## src/inc/lirc_defs.svh

```systemverilog
`ifndef LIRC_DEFS_SVH
`define LIRC_DEFS_SVH

// Clock and pixel reset timing
`define LIRC_CLK_NS 20
`define LIRC_T_RST_NS 200
`define LIRC_RST_CYC ((`LIRC_T_RST_NS + `LIRC_CLK_NS - 1) / `LIRC_CLK_NS)

// Controller register offsets
`define LIRC_OFF_CTRL 12'h000
`define LIRC_OFF_INTEG 12'h004
`define LIRC_OFF_REPEAT 12'h008
`define LIRC_OFF_STATUS 12'h00c

// Control register fields
`define LIRC_CTRL_GO 0
`define LIRC_CTRL_MODE 1
`define LIRC_CTRL_BIN_LO 2
`define LIRC_CTRL_BIN_HI 3
`define LIRC_CTRL_STBY 4

// Status register fields
`define LIRC_ST_BUSY 0
`define LIRC_ST_STBY 1
`define LIRC_ST_FIRST 2
`define LIRC_ST_FCNT_LO 8

// Reset values
`define LIRC_INTEG_RST 16'h0064
`define LIRC_REPEAT_RST 8'h00

// Sensor geometry
`define LIRC_NPIX 1024
`define LIRC_NAMP 8

`endif

```

## src/inc/lirc_pkg.sv

```systemverilog
package lirc_pkg;

  typedef enum logic [2:0] {
    LIRC_IDLE = 3'b000,
    LIRC_PRST = 3'b001,
    LIRC_INTG = 3'b010,
    LIRC_READ = 3'b011,
    LIRC_WAIT = 3'b100,
    LIRC_GAP = 3'b101
  } lirc_state_t;

  typedef logic [1:0] lirc_bin_t;

  // Pixels per frame for a bin selection
  function automatic logic [10:0] lirc_frame_len(input lirc_bin_t b);
    lirc_frame_len = 11'h400 >> b;
  endfunction

endpackage

```

## src/inc/lirc_if.sv

```systemverilog
`timescale 1ns/1ps
`default_nettype none
interface lirc_if;
  logic rst_in;
  logic shutter_in;
  logic start_readout;
  logic reset_mode_sel;
  logic bin_select_lo;
  logic bin_select_hi;
  logic video_valid;
  logic [9:0] video_pixel;
  logic video_combined;

  modport sensor (
    input rst_in, shutter_in, start_readout, reset_mode_sel,
    input bin_select_lo, bin_select_hi,
    output video_valid, video_pixel, video_combined
  );
  modport ctrl (
    output rst_in, shutter_in, start_readout, reset_mode_sel,
    output bin_select_lo, bin_select_hi,
    input video_valid, video_pixel, video_combined
  );
endinterface
`default_nettype wire

```

## src/verilog/lirc_ctrl.sv

```systemverilog
`timescale 1ns/1ps
`default_nettype none
`include "lirc_defs.svh"

module lirc_ctrl
  import lirc_pkg::*;
(
  input wire logic pclk,
  input wire logic presetn,
  input wire logic psel,
  input wire logic penable,
  input wire logic pwrite,
  input wire logic [11:0] paddr,
  input wire logic [31:0] pwdata,
  output logic [31:0] prdata,
  output logic pready,
  output logic pslverr,
  lirc_if.ctrl link,
  output logic pix_valid,
  output logic [9:0] pix_data
);

  lirc_state_t state_reg;
  logic mode_reg;
  lirc_bin_t bin_reg;
  logic stby_reg;
  logic [15:0] integ_reg;
  logic [7:0] repeat_reg;
  logic [15:0] cnt_reg;
  logic [7:0] left_reg;
  logic [7:0] fcnt_reg;
  logic first_reg;
  logic pv_reg;
  logic [9:0] pd_reg;
  logic wr;
  logic go;
  logic busy;
  logic [15:0] flen;

  assign wr = psel & penable & pwrite;
  assign go = wr && paddr == `LIRC_OFF_CTRL && pwdata[`LIRC_CTRL_GO];
  assign busy = (state_reg != LIRC_IDLE);
  assign flen = {5'h00, lirc_frame_len(bin_reg)};
  assign pready = 1'b1;

  always_comb begin
    pslverr = 1'b0;
    prdata = 32'h0000_0000;
    if (paddr == `LIRC_OFF_CTRL) begin
      prdata[`LIRC_CTRL_MODE] = mode_reg;
      prdata[`LIRC_CTRL_BIN_HI:`LIRC_CTRL_BIN_LO] = bin_reg;
      prdata[`LIRC_CTRL_STBY] = stby_reg;
    end else if (paddr == `LIRC_OFF_INTEG) begin
      prdata[15:0] = integ_reg;
    end else if (paddr == `LIRC_OFF_REPEAT) begin
      prdata[7:0] = repeat_reg;
    end else if (paddr == `LIRC_OFF_STATUS) begin
      prdata[`LIRC_ST_BUSY] = busy;
      prdata[`LIRC_ST_STBY] = stby_reg & !busy;
      prdata[`LIRC_ST_FIRST] = first_reg;
      prdata[`LIRC_ST_FCNT_LO+7:`LIRC_ST_FCNT_LO] = fcnt_reg;
    end else begin
      pslverr = psel & penable;
    end
  end

  // Configuration registers, frozen while a sequence runs
  always_ff @(posedge pclk or negedge presetn) begin
    if (!presetn) begin
      mode_reg <= 1'b0;
      bin_reg <= 2'h0;
      stby_reg <= 1'b0;
      integ_reg <= `LIRC_INTEG_RST;
      repeat_reg <= `LIRC_REPEAT_RST;
    end else if (wr && !busy) begin
      if (paddr == `LIRC_OFF_CTRL) begin
        mode_reg <= pwdata[`LIRC_CTRL_MODE];
        bin_reg <= pwdata[`LIRC_CTRL_BIN_HI:`LIRC_CTRL_BIN_LO];
        stby_reg <= pwdata[`LIRC_CTRL_STBY];
      end else if (paddr == `LIRC_OFF_INTEG) begin
        integ_reg <= pwdata[15:0];
      end else if (paddr == `LIRC_OFF_REPEAT) begin
        repeat_reg <= pwdata[7:0];
      end
    end
  end

  // Sequencer
  always_ff @(posedge pclk or negedge presetn) begin
    if (!presetn) begin
      state_reg <= LIRC_IDLE;
      cnt_reg <= 16'h0000;
      left_reg <= 8'h00;
      fcnt_reg <= 8'h00;
      first_reg <= 1'b0;
    end else begin
      case (state_reg)
        LIRC_IDLE: begin
          if (go && !busy) begin
            left_reg <= repeat_reg;
            fcnt_reg <= 8'h00;
            // Mode arrives with go, so take it from the write
            first_reg <= pwdata[`LIRC_CTRL_MODE];
            cnt_reg <= 16'h0000;
            state_reg <= pwdata[`LIRC_CTRL_MODE] ?
                         LIRC_READ : LIRC_PRST;
          end
        end
        LIRC_PRST: begin
          cnt_reg <= cnt_reg + 16'h0001;
          if (cnt_reg == 16'(`LIRC_RST_CYC - 1)) begin
            cnt_reg <= 16'h0000;
            state_reg <= LIRC_INTG;
          end
        end
        LIRC_INTG: begin
          cnt_reg <= cnt_reg + 16'h0001;
          if (cnt_reg >= integ_reg) begin
            state_reg <= LIRC_READ;
          end
        end
        LIRC_READ: begin
          cnt_reg <= 16'h0001;
          state_reg <= LIRC_WAIT;
        end
        LIRC_WAIT: begin
          cnt_reg <= cnt_reg + 16'h0001;
          if (cnt_reg == flen) begin
            cnt_reg <= 16'h0000;
            fcnt_reg <= fcnt_reg + 8'h01;
            if (fcnt_reg != 8'h00) begin
              first_reg <= 1'b0;
            end
            if (left_reg == 8'h00) begin
              state_reg <= LIRC_IDLE;
            end else begin
              left_reg <= left_reg - 8'h01;
              state_reg <= mode_reg ? LIRC_GAP : LIRC_READ;
            end
          end
        end
        LIRC_GAP: begin
          cnt_reg <= cnt_reg + 16'h0001;
          if (cnt_reg >= integ_reg) begin
            state_reg <= LIRC_READ;
          end
        end
        default: begin
          state_reg <= LIRC_IDLE;
        end
      endcase
    end
  end

  // Pin drive; in mode 1 reset stays low outside standby and shutter high
  always_comb begin
    link.rst_in = (state_reg == LIRC_PRST) ||
                  (stby_reg && !busy);
    link.shutter_in = mode_reg || state_reg == LIRC_PRST ||
                      state_reg == LIRC_INTG;
    link.start_readout = (state_reg == LIRC_READ) ||
                         (stby_reg && !busy);
  end
  assign link.reset_mode_sel = mode_reg;
  assign link.bin_select_lo = bin_reg[0];
  assign link.bin_select_hi = bin_reg[1];

  // Captured video; first mode-1 frame is dropped
  always_ff @(posedge pclk or negedge presetn) begin
    if (!presetn) begin
      pv_reg <= 1'b0;
      pd_reg <= 10'h000;
    end else begin
      pv_reg <= link.video_valid && !(mode_reg && first_reg &&
                fcnt_reg == 8'h00);
      pd_reg <= link.video_pixel;
    end
  end

  assign pix_valid = pv_reg;
  assign pix_data = pd_reg;

endmodule
`default_nettype wire

```

## src/flat_wrapper.sv

```systemverilog
// flat-port wrapper written by rule: the top's interface ports become plain ports
module lirc_ctrl_flat import lirc_pkg::*;
  (pclk, presetn, psel, penable, pwrite, paddr, pwdata, prdata, pready, pslverr, pix_valid, pix_data, link_rst_in, link_shutter_in, link_start_readout, link_reset_mode_sel, link_bin_select_lo, link_bin_select_hi, link_video_valid, link_video_pixel, link_video_combined);
  lirc_if link_i ();
  input wire logic pclk;
  input wire logic presetn;
  input wire logic psel;
  input wire logic penable;
  input wire logic pwrite;
  input wire logic [11:0] paddr;
  input wire logic [31:0] pwdata;
  output logic [31:0] prdata;
  output logic pready;
  output logic pslverr;
  output logic pix_valid;
  output logic [9:0] pix_data;
  output wire logic [$bits(link_i.rst_in)-1:0] link_rst_in;
  output wire logic [$bits(link_i.shutter_in)-1:0] link_shutter_in;
  output wire logic [$bits(link_i.start_readout)-1:0] link_start_readout;
  output wire logic [$bits(link_i.reset_mode_sel)-1:0] link_reset_mode_sel;
  output wire logic [$bits(link_i.bin_select_lo)-1:0] link_bin_select_lo;
  output wire logic [$bits(link_i.bin_select_hi)-1:0] link_bin_select_hi;
  input wire logic [$bits(link_i.video_valid)-1:0] link_video_valid;
  input wire logic [$bits(link_i.video_pixel)-1:0] link_video_pixel;
  input wire logic [$bits(link_i.video_combined)-1:0] link_video_combined;
  assign link_rst_in = link_i.rst_in;
  assign link_shutter_in = link_i.shutter_in;
  assign link_start_readout = link_i.start_readout;
  assign link_reset_mode_sel = link_i.reset_mode_sel;
  assign link_bin_select_lo = link_i.bin_select_lo;
  assign link_bin_select_hi = link_i.bin_select_hi;
  assign link_i.video_valid = link_video_valid;
  assign link_i.video_pixel = link_video_pixel;
  assign link_i.video_combined = link_video_combined;
  lirc_ctrl u_core (.pclk(pclk), .presetn(presetn), .psel(psel), .penable(penable), .pwrite(pwrite), .paddr(paddr), .pwdata(pwdata), .prdata(prdata), .pready(pready), .pslverr(pslverr), .link(link_i), .pix_valid(pix_valid), .pix_data(pix_data));
endmodule
```

## config.mk

```make
export PLATFORM = sky130hd
export DESIGN_NAME = lirc_ctrl_flat
export DESIGN_NICKNAME = d
export VERILOG_FILES = /design/src/inc/lirc_pkg.sv /design/src/inc/lirc_if.sv /design/src/verilog/lirc_ctrl.sv /design/src/flat_wrapper.sv
export VERILOG_INCLUDE_DIRS = /design/src /design/src/inc
export SDC_FILE = /design/constraint.sdc
export NUM_CORES = 1
export LEC_CHECK = 0
export BUFFER_PORTS_ARGS = -buffer_cell sky130_fd_sc_hd__buf_2
export CAP_MARGIN = 20
export CORE_MARGIN = 2
export CORE_UTILIZATION = 52
export CTS_BUF_LIST = sky130_fd_sc_hd__clkbuf_4 sky130_fd_sc_hd__clkbuf_8
export CTS_CLUSTER_DIAMETER = 100
export DETAILED_ROUTE_END_ITERATION = 10
export GPL_ROUTABILITY_DRIVEN = 0
export PLACE_DENSITY_LB_ADDON = 0.1
export SLEW_MARGIN = 25
export SYNTH_ARGS = -nofsm -noshare
export SYNTH_HDL_FRONTEND = slang
export SYNTH_SLANG_ARGS = --single-unit
export TNS_END_PERCENT = 100
```

## constraint.sdc

```tcl
create_clock -name pclk -period 3 [get_ports pclk]
set_input_delay 0.45 -clock pclk [delete_from_list [all_inputs] [get_ports pclk]]
set_output_delay 0.45 -clock pclk [all_outputs]
set_load 0.02 [all_outputs]
```

==> results of run 1 <==
## final cells by class
type | count | area [um2] | area share, %
Inverter | 28 | 105.1 | 2.013
Clock inverter | 6 | 90.09 | 1.725
Clock buffer | 10 | 131.4 | 2.516
Multi-Input combinational cell | 345 | 2412 | 46.20
Tap cell | 108 | 135.1 | 2.588
Sequential cell | 75 | 1881 | 36.02
Timing Repair Buffer | 87 | 466.7 | 8.938
## worst min path at each step
stage                                          to  slack (ps)  cells past startpoint
floorplan           u_core.bin_reg[0]$_DFFE_PN0P_         150                      0
global placement       u_core.pix_valid$_DFF_PN0_         500                      1
detailed placement     u_core.pix_valid$_DFF_PN0_         520                      1
CTS                  u_core.pix_data[8]$_DFF_PN0_         180                      1
global route         u_core.pix_data[2]$_DFF_PN0_         160                      1
finish               u_core.pix_data[0]$_DFF_PN0_         120                      1
## layout by cell type (no fill, tap or decap), types with 6 or more instances in the layout
master,synthesis,final
conb_1,2,17
xor2_1,6,6
nand2_1,30,30
or3_2,6,6
dfrtp_1,72,72
a21oi_1,20,20
and3_2,6,6
nor2_1,42,42
o21ai_0,25,25
mux2_2,29,29
clkbuf_8,0,9
buf_2,5,76
nand3_1,15,15
inv_1,28,28
a21o_1,6,6
ha_1,22,22
mux2i_1,10,10
nand4_1,11,11
buf_4,18,10
## power breakdown
part	internal, mW	total [mW]	switching, mW
Clock	0.481	0.875	0.394
Sequential	1.06	1.12	0.0507
Combinational	0.384	1.04	0.657
Total	1.93	3.03	1.10
## synthesized netlist by cell type (2+ instances only)
master	n
a211oi_1	3
a21o_1	6
a21oi_1	20
a22oi_1	5
a31oi_1	4
and2_1	4
and3_1	5
and3_2	6
and3b_1	2
buf_1	2
buf_2	5
buf_4	18
buf_6	4
clkbuf_1	6
conb_1	2
dfrtp_1	72
dfstp_2	3
ha_1	22
inv_1	28
mux2_2	29
mux2i_1	10
nand2_1	30
nand2b_1	5
nand3_1	15
nand4_1	11
nor2_1	42
nor2b_1	4
nor3_1	4
nor3_2	2
nor3b_1	4
nor4_1	4
o211ai_1	4
o21ai_0	25
o21ai_1	5
o22ai_1	5
o31ai_1	2
o31ai_2	2
o32ai_1	2
or3_1	3
or3_2	6
xnor2_1	2
xor2_1	6
## per-stage QoR
step / instances / worst slack, ps / total power [mW] / util (%)
final: 659 / 314.4 / 3.031 / 60.46
after global routing: 659 / 151.7 / 3.222 / 60.46
after CTS: 659 / 385.7 / 3.048 / 60.42
after detailed placement: 643 / 395.3 / 2.167 / 57.85
after global placement: 643 / 462.6 / 2.147 / 57.85
after floorplan: 483 / 786.2 / 1.940 / -
## kinds of logic after synthesis
logic type / Yosys count / share of synthesized area (%)
and+or+nand+nor: 156 / 18.45
AOI/OAI and AO/OA: 102 / 15.41
DFF: 75 / 41.14
buffers and inverters: 63 / 7.446
muxes: 40 / 9.828
adders and majority gates: 22 / 6.022
xor gates and xnor gates: 8 / 1.533
other: 2 / 0.1643
## layer usage
layer / share of wire, % / track usage, % / vias to the layer above
li1: - / - / 1813
met4: 0.91 / 7.585 / 0
met3: 5.4 / 3.579 / 6
met1: 46 / 32.03 / 1754
met5: 0 / 0 / -
met2: 47 / 36.66 / 116
## worst max-delay path: stages (launching register included)
cell and delay, ps:
dfrtp_1 470, nor4_1 420, nand3_1 280, a2111o_2 570, a211oi_4 250, buf_4 280, o21ai_1 110, a21o_1 200
==> impl_metrics.ini, run 1 <==
[drt]
vias_per_cell = 5.598
num_vias = 3689
wl_um = 10380
drtAntennaViolNets = 0
drt_first_pass_iters = 4
wire_per_inst_um = 15.76
drc = 0
drtIter0Drc = 232

[setup_path]
arrival_ps = 2920
endpoint_kind = flop
crit_path_start = u_core.cnt_reg[6]$_DFFE_PN0P_
ff2ff_setup_slack_ps = 310
crit_end = u_core.cnt_reg[11]$_DFFE_PN0P_
critPathKind = reg2reg
reg2reg_depth = 7
cp_max_fo = 23
cp-start-kind = flop
crit_required_ps = 3240
r2r-end = u_core.cnt_reg[11]$_DFFE_PN0P_
r2r-start = u_core.cnt_reg[6]$_DFFE_PN0P_

[synthesis]
yosys.area.top_type = dfrtp_1
ys_seq_area_share_pct = 41.14
synth_area_um2 = 4571
yosysWarnings = 0
async_flop_share_pct = 100.0
synthTopCellsByArea = dfrtp_1, mux2_2, ha_1, nor2_1, buf_4
avgSynthCellArea_um2 = 9.766
synth_ff_type = dfrtp_1
synth_top_area_share_pct = 39.42
ys_seq_elements = 75
synth_edf_count = 0
synth_cell_type_count = 71
syn_inst = 468

[cells_and_area]
fillers = 776
diodes = 0
fin_nets = 629
final_area_um2 = 5221
drive_above_1_share_pct = 29.58
area_growth_pct = 14.23

[worst_hold_path]
hold_class = in2async

[floorplan]
rows = 34
start_util_pct = 52.93
die_area_um2 = 9556
die_x_um = 97.76
io_pins = 112
dieHeight_um = 97.76
core_um2 = 8636

[timing]
min_period_over_period_pct = 89.52
period_minus_slack_ps = 2686
setup_viol = 0
relSlewSlack_pct = 48.25
worstMarginPinSlew_ps = 766.5
hold_viol = 0
drv_slew = 0
grt_setup_unrepaired = false
hold_slack_ps = 122.3
skew_ps = 10.74
fmaxAchievable_mhz = 372.4
timing.setup.tns_ps = 0

[clock_tree]
post_cts_resized = 0
cts_tree = yes
post_cts_buffers = 0
cts_sinks = 75
cts_hold_buf = 0
cts_buffers = 9
cts_root_buffer = clkbuf_8
clk_pin_slew_ps = 80
clock_latency_ps = 350
cts_buffer_depth = 2
h-tree-depth = 3

[run]
cap_violations = 0

[power_and_ir_drop]
p_per_area_nw_per_um2 = 580.5
p_leak_nw = 2.473
peakVddDrop_uv = 419.0

[grt]
grt_pass1_wl_um = 17670
grt_pass1_vias = 3562
overflow = 0
antenna_found_initial = 0
grt_max_degree = 76
grt_use_total_pct = 22.85

[placement]
place_area_um2 = 4996
port_buffers = 77
post-dp-hpwl_um = 7798

[outcome]
run_status = finished clean
Note: power is estimated with default switching activity, not from simulation.
==> inputs of run 2 (changes only) <==
--- a/config.mk
+++ b/config.mk
@@ -8,6 +8,7 @@
 export LEC_CHECK = 0
 export BUFFER_PORTS_ARGS = -buffer_cell sky130_fd_sc_hd__buf_2
 export CAP_MARGIN = 20
+export CORE_ASPECT_RATIO = 0.8
 export CORE_MARGIN = 2
 export CORE_UTILIZATION = 52
 export CTS_BUF_LIST = sky130_fd_sc_hd__clkbuf_4 sky130_fd_sc_hd__clkbuf_8
==> constraint.sdc (replaced) <==
create_clock -name pclk -period 3.5 [get_ports pclk]
set_input_delay 0.525 -clock pclk [delete_from_list [all_inputs] [get_ports pclk]]
set_output_delay 0.525 -clock pclk [all_outputs]
set_load 0.02 [all_outputs]
==> run 2 against run 1 <==
Compared with the run above: clock skew is 2.0 ps lower; maximum frequency decreased by 0.18%; cell count fell by 0.15%; routed wire length rose by 6.5%; highest routed layer unchanged; core utilization grew 0.24 points; setup slack improved by 500 ps; first-iteration DRC count up 0.43%; largest cell class unchanged; register-to-register slack improved by 500 ps; critical path type unchanged.
==> impl_metrics.ini, run 2 (synthesized netlist as in run 1, its figures left out) <==
[outcome]
run_status = finished clean

[floorplan]
core_um2 = 8521
dieHeight_um = 87.86
start_util_pct = 53.64
io_pins = 112
die_area_um2 = 9560
rows = 30
die_x_um = 108.8

[drt]
drc = 0
num_vias = 3801
drt_first_pass_iters = 5
vias_per_cell = 5.777
wl_um = 11060
wire_per_inst_um = 16.80
drtIter0Drc = 233
drtAntennaViolNets = 0

[timing]
worstMarginPinSlew_ps = 944.9
grt_setup_unrepaired = false
period_minus_slack_ps = 2691
fmaxAchievable_mhz = 371.7
min_period_over_period_pct = 76.87
timing.setup.tns_ps = 0
hold_viol = 0
skew_ps = 8.719
setup_viol = 0
relSlewSlack_pct = 36.21
drv_slew = 0

[grt]
grt_pass1_vias = 3665
grt_use_total_pct = 23.81
grt_pass1_wl_um = 17540
antenna_found_initial = 0
overflow = 0
grt_max_degree = 76

[clock_tree]
post_cts_buffers = 0
clk_pin_slew_ps = 80
cts_buffers = 9
clock_latency_ps = 340
cts_root_buffer = clkbuf_8
h-tree-depth = 3
cts_tree = yes
cts_buffer_depth = 2
cts_hold_buf = 0
cts_sinks = 75
post_cts_resized = 0

[power_and_ir_drop]
p_leak_nw = 2.435
peakVddDrop_uv = 292.8
netSwitchingFraction_pct = 36.82
p_sw_uw = 923.6
pwr-share-seq_pct = 40.3
comb_power_share_pct = 32.2
p_per_area_nw_per_um2 = 485.0
clock_power_share_pct = 27.4
p_int_mw = 1.585

[placement]
post-dp-hpwl_um = 8195
port_buffers = 77
place_area_um2 = 4964

[cells_and_area]
area_growth_pct = 13.17
fin_nets = 624
drive_above_1_share_pct = 28.94
layout.cells.most_common = buf_2
final_area_um2 = 5172
layout_common_cells = buf_2, dfrtp_1, nor2_1
diodes = 0

[setup_path]
crit_required_ps = 3740
cp_max_fo = 23
endpoint_kind = flop
arrival_ps = 2930
cp-start-kind = flop
critPathKind = reg2reg
slowest_delay_ps = 570
reg2reg_depth = 7
crit_chain = nor4_1, nand3_1, a2111o_2, a211oi_4, buf_4, o21ai_1, a21o_1
cp_slowest_cell = a2111o_2

[worst_hold_path]
hold_class = in2async

[run]
cap_violations = 0
## run 2: changes by cell type in the layout (fill, tap and decap cells not counted), sizes merged
cell      delta
buf          -5
inv          -1
clkinvlp     +2
bufinv       -1
clkinv       -2
clkbuf       +2
## run 2: power groups by stage
stage | clock network [mW] | registers [mW] | logic [mW]
after global routing | 0.739 | 1.02 | 0.889
final | 0.688 | 1.01 | 0.809
after floorplan | 0 | 0.979 | 0.684
after global placement | 0 | 1.02 | 0.784
after CTS | 0.709 | 1.01 | 0.808
after detailed placement | 0 | 1.02 | 0.805
## run 2: area by class of cell
| class | count | area [um2] |
|---|---|---|
| clock inverters | 4 | 52.55 |
| flip-flops and latches | 75 | 1881 |
| inverters | 28 | 105.1 |
| well taps | 112 | 140.1 |
| multi-input cells | 345 | 2412 |
| repair buffers | 82 | 429.2 |
| fillers | 741 | 3348 |
| clock buffers | 12 | 152.6 |
## run 2: path summary, 6_finish.rpt
path / slack (ps) / startpoint / end
setup reg to reg: 810 / u_core.cnt_reg[6]$_DFFE_PN0P_ / u_core.cnt_reg[11]$_DFFE_PN0P_
min in group pclk: 290 / link_video_pixel[7] / u_core.pix_data[7]$_DFF_PN0_
hold / removal: 170 / presetn / u_core.cnt_reg[14]$_DFFE_PN0P_
hold reg to reg: 530 / u_core.link.reset_mode_sel$_DFFE_PN0P_ / u_core.pix_valid$_DFF_PN0_
setup / recovery: 810 / u_core.cnt_reg[6]$_DFFE_PN0P_ / u_core.cnt_reg[11]$_DFFE_PN0P_
max in group asynchronous: 2800 / presetn / u_core.cnt_reg[7]$_DFFE_PN0P_
## run 2: worst max-delay path: cells and delay by family (launching register included)
kind                   cells  cell delay [ps]
AOI/OAI and AO/OA          4             1110
buffers and inverters      1              270
DFF                        1              460
and+or+nand+nor            2              740
## run 2: per-layer routing
layer | vias up | GRT usage, % | wire length [um]
met5 | - | 0 | 0
met4 | 0 | 5.594 | 98
met3 | 15 | 4.167 | 558
met2 | 136 | 39.38 | 5166
met1 | 1849 | 32.98 | 5233
li1 | 1801 | - | -
## run 2: metrics by stage
stage	util, %	hold WS (ps)	std cells	power, mW	worst slack, ps
global route	60.70	263.2	658	2.650	711.8
floorplan	-	229.4	483	1.662	1136
finish	60.70	170.1	658	2.509	809.5
global placement	58.25	507.3	642	1.807	837.5
detailed placement	58.25	515.2	642	1.830	763.1
CTS	60.66	268.7	658	2.524	852.2
==> inputs of run 3 (changes only) <==
--- a/config.mk
+++ b/config.mk
@@ -6,6 +6,7 @@
 export SDC_FILE = /design/constraint.sdc
 export NUM_CORES = 1
 export LEC_CHECK = 0
+export ABC_AREA = 1
 export BUFFER_PORTS_ARGS = -buffer_cell sky130_fd_sc_hd__buf_2
 export CAP_MARGIN = 20
 export CORE_ASPECT_RATIO = 0.8
==> constraint.sdc (replaced) <==
create_clock -name pclk -period 2.64 [get_ports pclk]
set_input_delay 0.396 -clock pclk [delete_from_list [all_inputs] [get_ports pclk]]
set_output_delay 0.396 -clock pclk [all_outputs]
set_load 0.02 [all_outputs]
==> run 3 against run 2 <==
Compared with the run above: routed wire length rose by 6.0%; power rose by 57%; largest power group unchanged; critical endpoint is now prdata[1]; core utilization fell by 0.16 points; hold slack got worse by 110 ps; clock skew barely moved; critical path type is now reg2out; global-route usage rose by 1.5 points.
==> impl_metrics.ini, run 3 <==
[power_and_ir_drop]
p_leak_nw = 2.767
peakVddDrop_uv = 430.0
power_mw = 3.933
p_per_area_nw_per_um2 = 728.1

[setup_path]
crit_chain = inv_2, nand2_2, nor2_4, nand2_1, o21ai_0, a21oi_1, o21ai_0, buf_2
cp_max_fo = 5
arrival_ps = 1930
crit_required_ps = 2240
cp-start-kind = flop
cp_slowest_cell = dfrtp_1
r2r-start = u_core.cnt_reg[0]$_DFFE_PN0P_
slowest_delay_ps = 420
crit_path_start = u_core.state_reg[1]$_DFFE_PN0P_
critPathKind = reg2out
crit_top_cell = o21ai_0
endpoint_kind = primary output

[synthesis]
synth_top_area_share_pct = 38.33
synth_area_um2 = 4701
synth_ff_type = dfrtp_1
yosysWarnings = 0
synthTopCellsByCount = nand2_1, dfrtp_1, inv_1
ys_seq_area_share_pct = 40.01
synthTopCellsByArea = dfrtp_1, nand2_1, ha_1, inv_1, o21ai_0
async_flop_share_pct = 100.0
avgSynthCellArea_um2 = 7.874
synth.most_common_cell = nand2_1
ys_seq_elements = 75
synth-simple-area-share_pct = 26.40
syn_inst = 597
yosys.area.top_type = dfrtp_1
synth_top_family_by_area = simple AND/OR/NAND/NOR gates
synthXorXnorAreaFrac_pct = 2.608
synth_adder_area_share_pct = 5.856
synth_mux_area_share_pct = 0.2129
synth_edf_count = 0
synth_cell_type_count = 47
synth_compound_area_share_pct = 13.92

[grt]
antenna_found_initial = 0
grt_pass1_wl_um = 18850
grt_use_total_pct = 25.29
grt_pass1_vias = 3832
grt_max_degree = 76
overflow = 0

[clock_tree]
post_cts_buffers = 0
clk_pin_slew_ps = 80
h-tree-depth = 3
cts_sinks = 75
cts_tree = yes
clock_latency_ps = 360
cts_hold_buf = 0
cts_buffers = 9
cts_buffer_depth = 2
cts_root_buffer = clkbuf_8
post_cts_resized = 0

[cells_and_area]
layout.cells.most_common = nand2_1
diodes = 0
drive_above_1_share_pct = 21.21
fin_util_pct = 60.55
fin_nets = 757
layout_common_cells = nand2_1, buf_2, inv_1, dfrtp_1, nor2_1
final_cells = 794
area_growth_pct = 14.91

[timing]
grt_setup_unrepaired = false
setup_viol = 0
period_minus_slack_ps = 2322
timing.setup.tns_ps = 0
min_period_over_period_pct = 87.96
skew_ps = 8.692
hold_viol = 0
drv_slew = 0
fmaxAchievable_mhz = 430.6
worstMarginPinSlew_ps = 696.0
relSlewSlack_pct = 53.59
timing.final.ws_setup_ps = 317.9

[drt]
vias_per_cell = 5.256
drc = 0
wl_um = 11720
drtAntennaViolNets = 0
drtIter0Drc = 282
num_vias = 4173
drt_first_pass_iters = 5
wire_per_inst_um = 14.76

[floorplan]
dieHeight_um = 89.04
die_area_um2 = 9821
die_x_um = 110.3
start_util_pct = 52.69
rows = 31
core_um2 = 8921
io_pins = 112

[worst_hold_path]
hold_class = in2async

[outcome]
run_status = finished clean

[placement]
post-dp-hpwl_um = 8824
port_buffers = 77
pre_cts_ws_ps = 420.4
dpl.cell_count = 778

[run]
cap_violations = 0
## run 3: changes by cell type after synthesis, sizes merged, moves of 7 or more
cell	change
and3	-11
nand2	+112
nor3	+10
or3	-9
o21ai	+39
mux2i	-9
mux2	-29
inv	+54
nor2	+7
nand3	+14
## run 3: where the power goes
part	switching (mW)	internal (mW)
clock network	0.458	0.819
logic	0.904	0.391
registers	0.101	1.26
## run 3: cell type report
cell class / count / area [um2]
sequential: 75 / 1881
tap: 115 / 143.9
clock inverter: 7 / 163.9
inverter: 82 / 307.8
clock buffer: 9 / 123.9
multi-input combinational: 426 / 2367
timing repair buffer: 80 / 414.1
fill: 816 / 3520
## run 3: critical path, delay by kind of cell, from the launching register on
family | cells | cell delay, ps
AOI/OAI and AO/OA | 3 | 350
and+or+nand+nor | 3 | 460
buffers and inverters | 2 | 340
DFF | 1 | 420
## run 3: kinds of logic after synthesis
family	count (synthesis)
AO/OA/AOI/OAI	115
adder cells (fa/ha/maj)	22
AND/OR/NAND/NOR	257
buffers and inverters	111
other	2
multiplexers	1
XOR/XNOR	14
flip-flops	75
## run 3: worst paths after layout
check                      slack, ps                               end  depth (start not counted)
setup reg to reg                 390    u_core.cnt_reg[15]$_DFFE_PN0P_                         11
max in group asynchronous       2110  u_core.repeat_reg[4]$_DFFE_PN0P_                          1
min in group pclk                140      u_core.pix_data[9]$_DFF_PN0_                          1
hold / removal                    60  u_core.integ_reg[13]$_DFFE_PN0P_                          1
setup / recovery                 320                         prdata[1]                          8
hold reg to reg                  480   u_core.integ_reg[6]$_DFFE_PN1P_                          2
## run 3: routing by layer
metal,up-vias,GRT usage (%),part of all wire [%]
met3,13,4.956,6.0
li1,2075,-,-
met2,149,39.32,45
met5,-,0,0
met4,0,7.500,1.2
met1,1936,36.05,48
## run 3: metrics by stage
stage / hold slack [ps] / cell area [um2]
2_1_floorplan: 100.4 / 4757
3_3_place_gp: 463.8 / 5110
3_5_place_dp: 464.7 / 5110
4_1_cts: 123.1 / 5398
5_1_grt: 112.4 / 5401
6_report: 59.52 / 5401
